===== src/rtl/swsc_defines.svh =====
/*
  Offsets, reset values, field positions and timing counts of the slave watchdog and state control block.
  Assumes inclusion by bare name from the package and the design module.
*/
`ifndef SWSC_DEFINES_SVH
`define SWSC_DEFINES_SVH

// Register byte offsets
`define SWSC_OFF_PRESCALER     12'h400
`define SWSC_OFF_LOCAL_TIME    12'h410
`define SWSC_OFF_XFER_TIME     12'h420
`define SWSC_OFF_CONTROL       12'h430
`define SWSC_OFF_STATE_REQ     12'h434
`define SWSC_OFF_STATUS        12'h438
`define SWSC_OFF_OUT_DATA      12'h43C
`define SWSC_OFF_SAFE_DATA     12'h440
`define SWSC_OFF_IN_SNAP       12'h444

// Reset values
`define SWSC_RST_PRESCALER     16'h09C2
`define SWSC_RST_LOCAL_TIME    16'h03E8
`define SWSC_RST_XFER_TIME     16'h03E8
`define SWSC_RST_CONTROL       8'h07

// Control register field positions
`define SWSC_CTL_XFER_EN       0
`define SWSC_CTL_LOCAL_EN      1
`define SWSC_CTL_SUPERVISE     2
`define SWSC_CTL_MBX_OK        3
`define SWSC_CTL_PD_OK         4
`define SWSC_CTL_SYNC_OK       5

// Status register field positions
`define SWSC_STS_STATE_LSB     0
`define SWSC_STS_XFER_TRIG     4
`define SWSC_STS_LOCAL_TRIG    5
`define SWSC_STS_REFUSED       6
`define SWSC_STS_PD_ALLOW      8
`define SWSC_STS_MBX_ALLOW     9
`define SWSC_STS_FILE_ONLY     10

// Base clock of the watchdog ticks, and the system clock
`define SWSC_BASE_PERIOD_NS    40
`define SWSC_CLK_PERIOD_NS     50
// Extra base periods added to the prescaler per tick
`define SWSC_TICK_EXTRA        2

`endif


===== src/rtl/swsc_pkg.sv =====
/*
  Types of the slave watchdog and state control block.
  Assumes the defines header is on the include path.
*/
package swsc_pkg;
  `include "swsc_defines.svh"

  // Slave life-cycle states
  typedef enum logic [3:0] {
    SWSC_POWER_ON      = 4'b0001,
    SWSC_MAILBOX_ONLY  = 4'b0010,
    SWSC_FIRMWARE_UPD  = 4'b0011,
    SWSC_INPUTS_ONLY   = 4'b0100,
    SWSC_FULL_RUN      = 4'b1000
  } swsc_state_type;

  // APB request from the master
  typedef struct packed {
    logic        psel;
    logic        penable;
    logic        pwrite;
    logic [11:0] paddr;
    logic [31:0] pwdata;
  } swsc_apb_req_type;

  // APB answer to the master
  typedef struct packed {
    logic        pready;
    logic        pslverr;
    logic [31:0] prdata;
  } swsc_apb_rsp_type;

  // Whole state of the block
  typedef struct packed {
    logic [15:0]    prescaler;
    logic [15:0]    local_time;
    logic [15:0]    xfer_time;
    logic [7:0]     control;
    logic [31:0]    out_data;
    logic [31:0]    safe_data;
    logic [31:0]    in_snap;
    logic [31:0]    phys_out;
    logic [31:0]    prdata;
    logic           pslverr;
    swsc_state_type state;
    logic           refused;
    logic [16:0]    base_cnt;
    logic           tick;
    logic [15:0]    xfer_cnt;
    logic [15:0]    local_cnt;
    logic           xfer_trig;
    logic           local_trig;
    logic [1:0]     pd_sync;
    logic [1:0]     lpi_sync;
    logic           pd_seen;
    logic           lpi_seen;
    logic [1:0]     base_acc;
    logic           ack_due;
  } swsc_regs_type;
endpackage


===== src/rtl/swsc_top.sv =====
/*
  Slave watchdog and state control: two timeout watchdogs sharing a prescaler, output safe-state forcing,
  the five-state slave life-cycle machine, and an APB register slave.
  Assumes a 20 MHz clk, a master that keeps APB signalling, and access strobes that come from pins and are
  therefore synchronised here.
*/
`timescale 1ns/100ps
`include "swsc_defines.svh"

// Operation
// (RULE1) Expired watchdog forces outputs to safe value
// (RULE2) Two independent watchdogs, default 100 ms each
// (RULE3) Shared prescaler register at 0x400
// (RULE4) Own tick counts at 0x410 and 0x420
// (RULE5) Process data access restarts, clears transfer watchdog
// (RULE6) Enabled transfer watchdog triggers after timeout
// (RULE7) Transfer trigger leaves life-cycle state unchanged
// (RULE8) Enabled local watchdog triggers after timeout
// (RULE9) Tick is prescaler plus two base periods
// (RULE10) Transfer tick count zero disables that watchdog
// (RULE11) Five states, transitions requested by master
// (RULE12) Power-on state rejects mailbox and process data
// (RULE13) Master configures channels 0, 1 in power-on
// (RULE14) Check mailbox setup before entering mailbox-only
// (RULE15) Mailbox-only allows mailbox, refuses process data
// (RULE16) Master configures process data channels from 2
// (RULE17) Check channels, sync; snapshot inputs first
// (RULE18) Inputs-only exchanges data, outputs held safe
// (RULE19) Supervision off lets outputs follow commands
// (RULE20) Master writes valid outputs before full-run
// (RULE21) Full-run copies master outputs to pins
// (RULE22) Firmware-update only from power-on, file traffic
// (RULE23) Failed checks refuse, keep and report state
module swsc_top
  import swsc_pkg::*;
#(
  parameter int OUT_WIDTH = 32
) (
  input  wire logic             clk,            // 20 MHz system clock
  input  wire logic             rst,            // Asynchronous reset, active high
  input  wire swsc_apb_req_type apb_req,        // APB request
  output swsc_apb_rsp_type      apb_rsp,        // APB answer
  input  wire logic             pd_access,      // Successful bus-side process data access strobe (pin)
  input  wire logic             lpi_access,     // Local process interface access strobe (pin)
  input  wire logic [31:0]      phys_in,        // Current physical inputs, same clock domain
  output logic [31:0]           phys_out,       // Physical outputs
  output logic                  pd_allowed,     // Process data exchange permitted
  output logic                  mbx_allowed,    // Mailbox exchange permitted
  output logic                  file_only,      // Only file-transfer mailbox traffic permitted
  output logic                  xfer_expired,   // Transfer watchdog triggered
  output logic                  local_expired   // Local interface watchdog triggered
);

  // Elaboration check on the output width
  if (OUT_WIDTH < 1 || OUT_WIDTH > 32) begin : g_chk
    $error("swsc_top: OUT_WIDTH must be 1 to 32");
  end

  swsc_regs_type r_q;                           // Registered state
  swsc_regs_type r_d;                           // Next state

  // True for a legal requested move from the current state
  function automatic logic swsc_move_ok(input swsc_state_type cur, input swsc_state_type req,
                                        input logic [7:0] ctl);
    logic ok;
    ok = 1'b0;
    case (req)
      SWSC_POWER_ON:     ok = 1'b1;
      SWSC_MAILBOX_ONLY: ok = (cur == SWSC_MAILBOX_ONLY) ||
                              ((cur == SWSC_POWER_ON) && ctl[`SWSC_CTL_MBX_OK]) ||  // [RULE14]
                              (cur == SWSC_INPUTS_ONLY) || (cur == SWSC_FULL_RUN);
      SWSC_INPUTS_ONLY:  ok = (cur == SWSC_INPUTS_ONLY) || (cur == SWSC_FULL_RUN) ||
                              ((cur == SWSC_MAILBOX_ONLY) && ctl[`SWSC_CTL_PD_OK] &&
                               ctl[`SWSC_CTL_SYNC_OK]);                            // [RULE17]
      SWSC_FULL_RUN:     ok = (cur == SWSC_INPUTS_ONLY) || (cur == SWSC_FULL_RUN);
      SWSC_FIRMWARE_UPD: ok = (cur == SWSC_POWER_ON) || (cur == SWSC_FIRMWARE_UPD); // [RULE22]
      default:           ok = 1'b0;
    endcase
    return ok;
  endfunction

  // Register read mux
  function automatic logic [31:0] swsc_read(input swsc_regs_type s, input logic [11:0] a);
    logic [31:0] v;
    v = 32'h0000_0000;
    if (a == `SWSC_OFF_PRESCALER) begin
      v = {16'h0000, s.prescaler};
    end else if (a == `SWSC_OFF_LOCAL_TIME) begin
      v = {16'h0000, s.local_time};
    end else if (a == `SWSC_OFF_XFER_TIME) begin
      v = {16'h0000, s.xfer_time};
    end else if (a == `SWSC_OFF_CONTROL) begin
      v = {24'h00_0000, s.control};
    end else if (a == `SWSC_OFF_STATE_REQ || a == `SWSC_OFF_STATUS) begin
      v = {21'h00_0000, s.state == SWSC_FIRMWARE_UPD,
           s.state != SWSC_POWER_ON,
           (s.state == SWSC_INPUTS_ONLY) || (s.state == SWSC_FULL_RUN),
           1'b0, s.refused, s.local_trig, s.xfer_trig, s.state};                   // [RULE23]
    end else if (a == `SWSC_OFF_OUT_DATA) begin
      v = s.out_data;
    end else if (a == `SWSC_OFF_SAFE_DATA) begin
      v = s.safe_data;
    end else if (a == `SWSC_OFF_IN_SNAP) begin
      v = s.in_snap;
    end
    return v;
  endfunction

  // True when the offset is mapped
  function automatic logic swsc_mapped(input logic [11:0] a);
    return (a == `SWSC_OFF_PRESCALER) || (a == `SWSC_OFF_LOCAL_TIME) || (a == `SWSC_OFF_XFER_TIME) ||
           (a == `SWSC_OFF_CONTROL) || (a == `SWSC_OFF_STATE_REQ) || (a == `SWSC_OFF_STATUS) ||
           (a == `SWSC_OFF_OUT_DATA) || (a == `SWSC_OFF_SAFE_DATA) || (a == `SWSC_OFF_IN_SNAP);
  endfunction

  // Next-state logic of the whole block
  always_comb begin
    logic           acc;
    logic           wr;
    logic [16:0]    tick_len;
    logic [16:0]    base_sum;
    logic [2:0]     acc_sum;
    logic           xfer_on;
    logic           local_on;
    logic           safe_force;
    swsc_state_type req;
    r_d      = r_q;
    acc      = apb_req.psel && apb_req.penable;
    // A write lands only at the edge that completes the access
    wr       = acc && r_q.ack_due && apb_req.pwrite && swsc_mapped(apb_req.paddr);
    req      = swsc_state_type'(apb_req.pwdata[3:0]);
    tick_len = 17'(r_q.prescaler) + 17'(`SWSC_TICK_EXTRA);                        // [RULE9]
    r_d.tick = 1'b0;

    // Pin strobes pass two flip-flops; only the second stage is read
    r_d.pd_sync  = {r_q.pd_sync[0], pd_access};
    r_d.lpi_sync = {r_q.lpi_sync[0], lpi_access};
    r_d.pd_seen  = r_q.pd_sync[1];
    r_d.lpi_seen = r_q.lpi_sync[1];

    // Base clock emulation: 50 ns clock accrues 40 ns base periods (5 per 4 at 25 MHz vs 20 MHz)
    acc_sum = {1'b0, r_q.base_acc} + 3'd1;
    base_sum = r_q.base_cnt + (acc_sum[2] ? 17'd2 : 17'd1);
    r_d.base_acc = acc_sum[1:0];
    // One or two base periods pass per system clock; count them toward a tick
    if (base_sum >= tick_len) begin
      // Keep the overshoot so no base period is lost; a stale count after a prescaler cut restarts
      r_d.base_cnt = ((base_sum - tick_len) < tick_len) ? (base_sum - tick_len) : 17'd0;
      r_d.tick     = 1'b1;                                                         // [RULE3]
    end else begin
      r_d.base_cnt = base_sum;
    end

    // Transfer watchdog
    xfer_on = r_q.control[`SWSC_CTL_XFER_EN] && (r_q.xfer_time != 16'h0000);      // [RULE10]
    if (!xfer_on) begin
      r_d.xfer_cnt  = 16'h0000;
      r_d.xfer_trig = 1'b0;
    end else if (r_q.pd_sync[1] && !r_q.pd_seen) begin
      r_d.xfer_cnt  = 16'h0000;                                                    // [RULE5]
      r_d.xfer_trig = 1'b0;
    end else if (r_q.tick && !r_q.xfer_trig) begin
      r_d.xfer_cnt = r_q.xfer_cnt + 16'd1;
      if (r_q.xfer_cnt + 16'd1 >= r_q.xfer_time) begin
        r_d.xfer_trig = 1'b1;                                                      // [RULE6] [RULE4]
      end
    end

    // Local interface watchdog, a zero count also keeps it idle
    local_on = r_q.control[`SWSC_CTL_LOCAL_EN] && (r_q.local_time != 16'h0000);   // [RULE2]
    if (!local_on) begin
      r_d.local_cnt  = 16'h0000;
      r_d.local_trig = 1'b0;
    end else if (r_q.lpi_sync[1] && !r_q.lpi_seen) begin
      r_d.local_cnt  = 16'h0000;
      r_d.local_trig = 1'b0;
    end else if (r_q.tick && !r_q.local_trig) begin
      r_d.local_cnt = r_q.local_cnt + 16'd1;
      if (r_q.local_cnt + 16'd1 >= r_q.local_time) begin
        r_d.local_trig = 1'b1;                                                     // [RULE8] [RULE4]
      end
    end

    // APB read data and error for this access
    // First access cycle captures the answer, the second presents it from flip-flops
    r_d.ack_due = acc && !r_q.ack_due;
    r_d.prdata  = (acc && !apb_req.pwrite && !r_q.ack_due) ? swsc_read(r_q, apb_req.paddr) : r_q.prdata;
    r_d.pslverr = acc && !r_q.ack_due && !swsc_mapped(apb_req.paddr);

    // APB writes
    if (wr) begin
      if (apb_req.paddr == `SWSC_OFF_PRESCALER) begin
        r_d.prescaler = apb_req.pwdata[15:0];                                      // [RULE3]
      end else if (apb_req.paddr == `SWSC_OFF_LOCAL_TIME) begin
        r_d.local_time = apb_req.pwdata[15:0];                                     // [RULE4]
      end else if (apb_req.paddr == `SWSC_OFF_XFER_TIME) begin
        r_d.xfer_time = apb_req.pwdata[15:0];                                      // [RULE4]
      end else if (apb_req.paddr == `SWSC_OFF_CONTROL) begin
        r_d.control = {2'b00, apb_req.pwdata[5:0]};
      end else if (apb_req.paddr == `SWSC_OFF_OUT_DATA) begin
        r_d.out_data = apb_req.pwdata;
      end else if (apb_req.paddr == `SWSC_OFF_SAFE_DATA) begin
        r_d.safe_data = apb_req.pwdata;
      end else if (apb_req.paddr == `SWSC_OFF_STATE_REQ) begin
        // Master requests a move; watchdog triggers never move the state
        if (swsc_move_ok(r_q.state, req, r_q.control)) begin                      // [RULE11] [RULE7]
          r_d.state   = req;
          r_d.refused = 1'b0;
          if (r_q.state == SWSC_MAILBOX_ONLY && req == SWSC_INPUTS_ONLY) begin
            r_d.in_snap = phys_in;                                                 // [RULE17]
          end
        end else begin
          r_d.refused = 1'b1;                                                      // [RULE23]
        end
      end
    end

    // Cyclic input update while process data runs
    if ((r_q.state == SWSC_INPUTS_ONLY || r_q.state == SWSC_FULL_RUN) &&
        !(wr && apb_req.paddr == `SWSC_OFF_STATE_REQ)) begin
      r_d.in_snap = phys_in;                                                       // [RULE18]
    end

    // Output selection
    safe_force = r_q.control[`SWSC_CTL_SUPERVISE] && (r_q.xfer_trig || r_q.local_trig);
    if (r_q.state == SWSC_FULL_RUN && !safe_force) begin
      r_d.phys_out = r_q.out_data;                                                 // [RULE21]
    end else if (r_q.state == SWSC_INPUTS_ONLY && !r_q.control[`SWSC_CTL_SUPERVISE]) begin
      r_d.phys_out = r_q.out_data;                                                 // [RULE19]
    end else begin
      r_d.phys_out = r_q.safe_data;                                                // [RULE1] [RULE18]
    end
    if (OUT_WIDTH < 32) begin
      r_d.phys_out = r_d.phys_out & ((32'h0000_0001 << OUT_WIDTH) - 32'h0000_0001);
    end
  end

  // State register
  always_ff @(posedge clk or posedge rst) begin
    if (rst) begin
      r_q            <= '0;
      r_q.prescaler  <= `SWSC_RST_PRESCALER;                                      // [RULE2]
      r_q.local_time <= `SWSC_RST_LOCAL_TIME;
      r_q.xfer_time  <= `SWSC_RST_XFER_TIME;
      r_q.control    <= `SWSC_RST_CONTROL;
      r_q.state      <= SWSC_POWER_ON;                                             // [RULE12]
    end else begin
      r_q <= r_d;
    end
  end

  // Outputs
  // One wait state per access; idle bus sees ready high
  assign apb_rsp.pready  = !(apb_req.psel && apb_req.penable) || r_q.ack_due;
  assign apb_rsp.pslverr = r_q.pslverr;
  assign apb_rsp.prdata  = r_q.prdata;
  assign phys_out        = r_q.phys_out;
  // Exchange permissions per state
  assign pd_allowed      = (r_q.state == SWSC_INPUTS_ONLY) || (r_q.state == SWSC_FULL_RUN); // [RULE15] [RULE12]
  assign mbx_allowed     = (r_q.state != SWSC_POWER_ON);                            // [RULE12] [RULE15]
  assign file_only       = (r_q.state == SWSC_FIRMWARE_UPD);                        // [RULE22]
  assign xfer_expired    = r_q.xfer_trig;
  assign local_expired   = r_q.local_trig;

endmodule


===== config.mk =====
export PLATFORM = sky130hd
export DESIGN_NAME = swsc_top
export DESIGN_NICKNAME = d
export VERILOG_FILES = /design/src/rtl/swsc_pkg.sv /design/src/rtl/swsc_top.sv
export VERILOG_INCLUDE_DIRS = /design/src /design/src/rtl
export SDC_FILE = /design/constraint.sdc
export NUM_CORES = 1
export LEC_CHECK = 0
export BUFFER_PORTS_ARGS = -buffer_cell sky130_fd_sc_hd__buf_2
export CORE_ASPECT_RATIO = 1.1
export CORE_MARGIN = 2
export CORE_UTILIZATION = 60
export CTS_CLUSTER_SIZE = 25
export DETAILED_ROUTE_END_ITERATION = 8
export HOLD_SLACK_MARGIN = 0.02
export PLACE_DENSITY_LB_ADDON = 0.08
export SETUP_SLACK_MARGIN = 0.3
export SYNTH_ARGS = -nofsm -noshare
export SYNTH_HDL_FRONTEND = slang
export SYNTH_SLANG_ARGS = --single-unit

===== constraint.sdc =====
create_clock -name clk -period 12.6 [get_ports clk]
set_clock_uncertainty 0.2 [all_clocks]
set_input_delay 2.52 -clock clk [delete_from_list [all_inputs] [get_ports clk]]
set_output_delay 2.52 -clock clk [all_outputs]
set_load 0.01 [all_outputs]

==> results_dict.tcl <==
set metrics [dict create \
    grt_use_total_pct 28.3 \
    viasPerCell 6.00 \
    grt_pass1_vias 11041 \
    root_buffer "clkbuf_16" \
    required_ns 12.84 \
    fillers 2040 \
    worst_skew_pair.late_latency_ns 0.57 \
    slew_viol_final 0 \
    cts_buffer_depth 3 \
    rsz0062_at_grt "false" \
    synth-edff-count 0 \
    worst-setup-path-type "register to register" \
    ir_worst_vdd_mv 0.270 \
    yosysWarningCount 0 \
    synth_area_leaders "dfrtp_1 42%, mux2_2 10%, ha_1 5.9%" \
    wl_per_cell_microns 20.3 \
    grt_first_pass_wirelength_microns 59400 \
    final_nets 1659 \
    io_pins 154 \
    synth_top_area_share_pct 42.4 \
    end_kind "register" \
    hpwl_microns 26400 \
    cts.repair.resized 0 \
    grt-ovfl-total 0 \
    place_congestion 0.925 \
    clock-sinks 281 \
    p_leak_nw 8.44 \
    start_util_pct 60.9 \
    synth_flop_cell "dfrtp_1" \
    drt_iter0_drc 721 \
    routed_wl_microns 37300 \
    status "completed" \
    dieHeight_microns 172 \
    dp.cells 1787 \
    layoutNonFillerInstCount 1839 \
    vias 11032 \
    min_period_ns 6.41 \
    synthArstFlopShare_pct 100 \
    cts_buffers 28 \
    worst_ep_arrival_time_ns 6.65 \
    layout_commonest_cell "dfrtp_1" \
    final_antenna_net_count 0 \
    start_kind "register" \
    drt_first_pass_iters 7 \
    core-area_sq_um 25200 \
    htree_levels 1 \
    synth-seq-cells 281 \
    fin_crit_sh_pct 50.9 \
    rows 61 \
    synth_nets 1589 \
    power.density_nw_per_um2 167 \
    dieArea_sq_um 26900 \
    syn_to_final_growth_pct 9.56 \
    mostFrequentLayoutCells "260 x dfrtp_1, 153 x buf_2, 142 x mux2_2, 106 x nand2_1, 88 x nor2_1" \
    drv_cap 0 \
    syn_inst 1432 \
    grt_max_degree 131 \
    post_cts_buffers 0 \
    power_mw 2.80 \
    drcViolationCount 0 \
    drive_gt1_share_pct 27.4 \
    die_w_microns 156 \
    antenna_found_initial 0 \
    hold_buffers 0 \
    critPathMaxFanout 9 \
    yosys.area.top_type "dfrtp_1" \
    timing_hold_violations_final 0 \
    num_antenna_cells 0 \
    clkTransAtPathRegs_ns 0.06 \
    hp-class "register to register" \
    fin_tns_setup_ns 0 \
    relSlewSlack_pct 25.8 \
    io_buffer_count 153 \
    whs_ns 0.159 \
    setup_viol 0 \
    ys_seq_area_share_pct 46.0 \
    syn_avg_cell_area_sq_um 10.7 \
    tritoncts "done" \
    max_freq_ghz 0.156 \
    yosysUniqueCellTypes 63 \
    worstMarginPinSlew_ns 1.11 \
    synth.cell_area_sq_um 15300 \
]
[stage by stage]
step                util [%]  area, sq um  worst slack (ns)
CTS                     66.8        16800              6.21
floorplan                  -        15300              2.16
global route            66.8        16800              5.55
finish                  66.8        16800              6.19
detailed placement      63.1        15900              5.73
global placement        63.1        15900              5.81
[path summary, 6_finish.rpt]
kind	depth (start not counted)	start	slack (ns)	end
worst min register to register	0	r_d[8]	0.16	r_d[4]
worst max-delay path	23	r_q[1]	6.19	r_q[52]
min in group asynchronous	2	rst	1.89	phys_out[5]
max in group asynchronous	3	rst	8.73	phys_out[19]
worst max register to register	23	r_q[1]	6.19	r_q[52]
worst min-delay path	0	r_d[8]	0.16	r_d[4]
[registers in the layout, summed over array words and instances, names as in the netlist]
register       flops
r_d                4
phys_out          32
xfer_expired       1
r_q              210
apb_rsp           33
local_expired      1
[report_power, final]
group / switching [mW] / internal (mW) / leakage, nW / total [mW]
registers: 0.00944 / 0.921 / 3.71 / 0.930
logic: 0.706 / 0.346 / 4.27 / 1.05
clock network: 0.363 / 0.457 / 0.456 / 0.820
[kinds of logic (layout without fill, tap and decap cells)]
kind of cell	after synthesis	after routing	share of synthesized area (%)
AO/OA/AOI/OAI	253	253	11.0
XOR/XNOR	98	98	5.59
adder cells (fa/ha/maj)	74	74	6.13
buffers and inverters	198	290	6.59
flip-flops	281	281	46.0
multiplexers	178	178	13.7
AND/OR/NAND/NOR	350	350	10.9
[critical path: stages (launching register included)]
cell and delay (ns):
dfrtp_1 0.38, ha_1 0.25, ha_1 0.29, a21oi_1 0.32, nor2_1 0.18, xnor2_1 0.25, inv_1 0.08, ha_1 0.35
a21oi_1 0.26, nand2_1 0.08, o221ai_1 0.24, o21ai_0 0.34, a21o_1 0.25, a21oi_1 0.16, xor2_1 0.27, inv_1 0.08
ha_1 0.30, nor2b_1 0.13, o21ai_0 0.14, nand2_1 0.07, a21o_1 0.18, o21ai_1 0.67, nand3_1 0.54, o22ai_1 0.30
[per-layer routing]
metal / vias up / share of wire (%) / GRT usage [%]
met5: - / 0 / 0
met4: 0 / 3.2 / 9.37
met3: 69 / 4.7 / 2.95
met2: 307 / 49 / 48.6
met1: 5472 / 43 / 37.8
li1: 5184 / - / -
[area by class of cell]
class                      count  area, sq um  area share, %
clock buffer                  36          771           4.58
clock inverter                16          140          0.833
inverter                      74          285           1.70
multi-input combinational    953         7320           43.5
sequential                   281         7060           42.0
tap                          315          394           2.34
timing repair buffer         164          848           5.05
[cells in the mapped netlist (4+ instances only)]
| cell type | count |
|---|---|
| o21ai_0 | 82 |
| dfstp_2 | 21 |
| clkbuf_1 | 45 |
| a31oi_1 | 5 |
| nor2_1 | 89 |
| a222oi_1 | 25 |
| a221oi_1 | 12 |
| nor3_1 | 15 |
| nand2b_1 | 12 |
| o21a_1 | 7 |
| nand4_1 | 11 |
| mux2_4 | 30 |
| dfrtp_1 | 260 |
| ha_1 | 72 |
| a41o_1 | 9 |
| o31ai_1 | 5 |
| inv_1 | 74 |
| xnor2_1 | 47 |
| mux2i_1 | 6 |
| xor2_1 | 51 |
| nor2b_1 | 14 |
| and3_1 | 18 |
| buf_1 | 10 |
| and2_1 | 4 |
| a21o_1 | 13 |
| buf_4 | 65 |
| a21oi_1 | 44 |
| and4_1 | 5 |
| nor4_1 | 11 |
| mux2_2 | 142 |
| nand3_1 | 41 |
| or3_1 | 11 |
| o21ai_1 | 4 |
| o22ai_1 | 16 |
| a22o_1 | 6 |
| nand2_1 | 106 |
(Power assumes the default switching activity.)
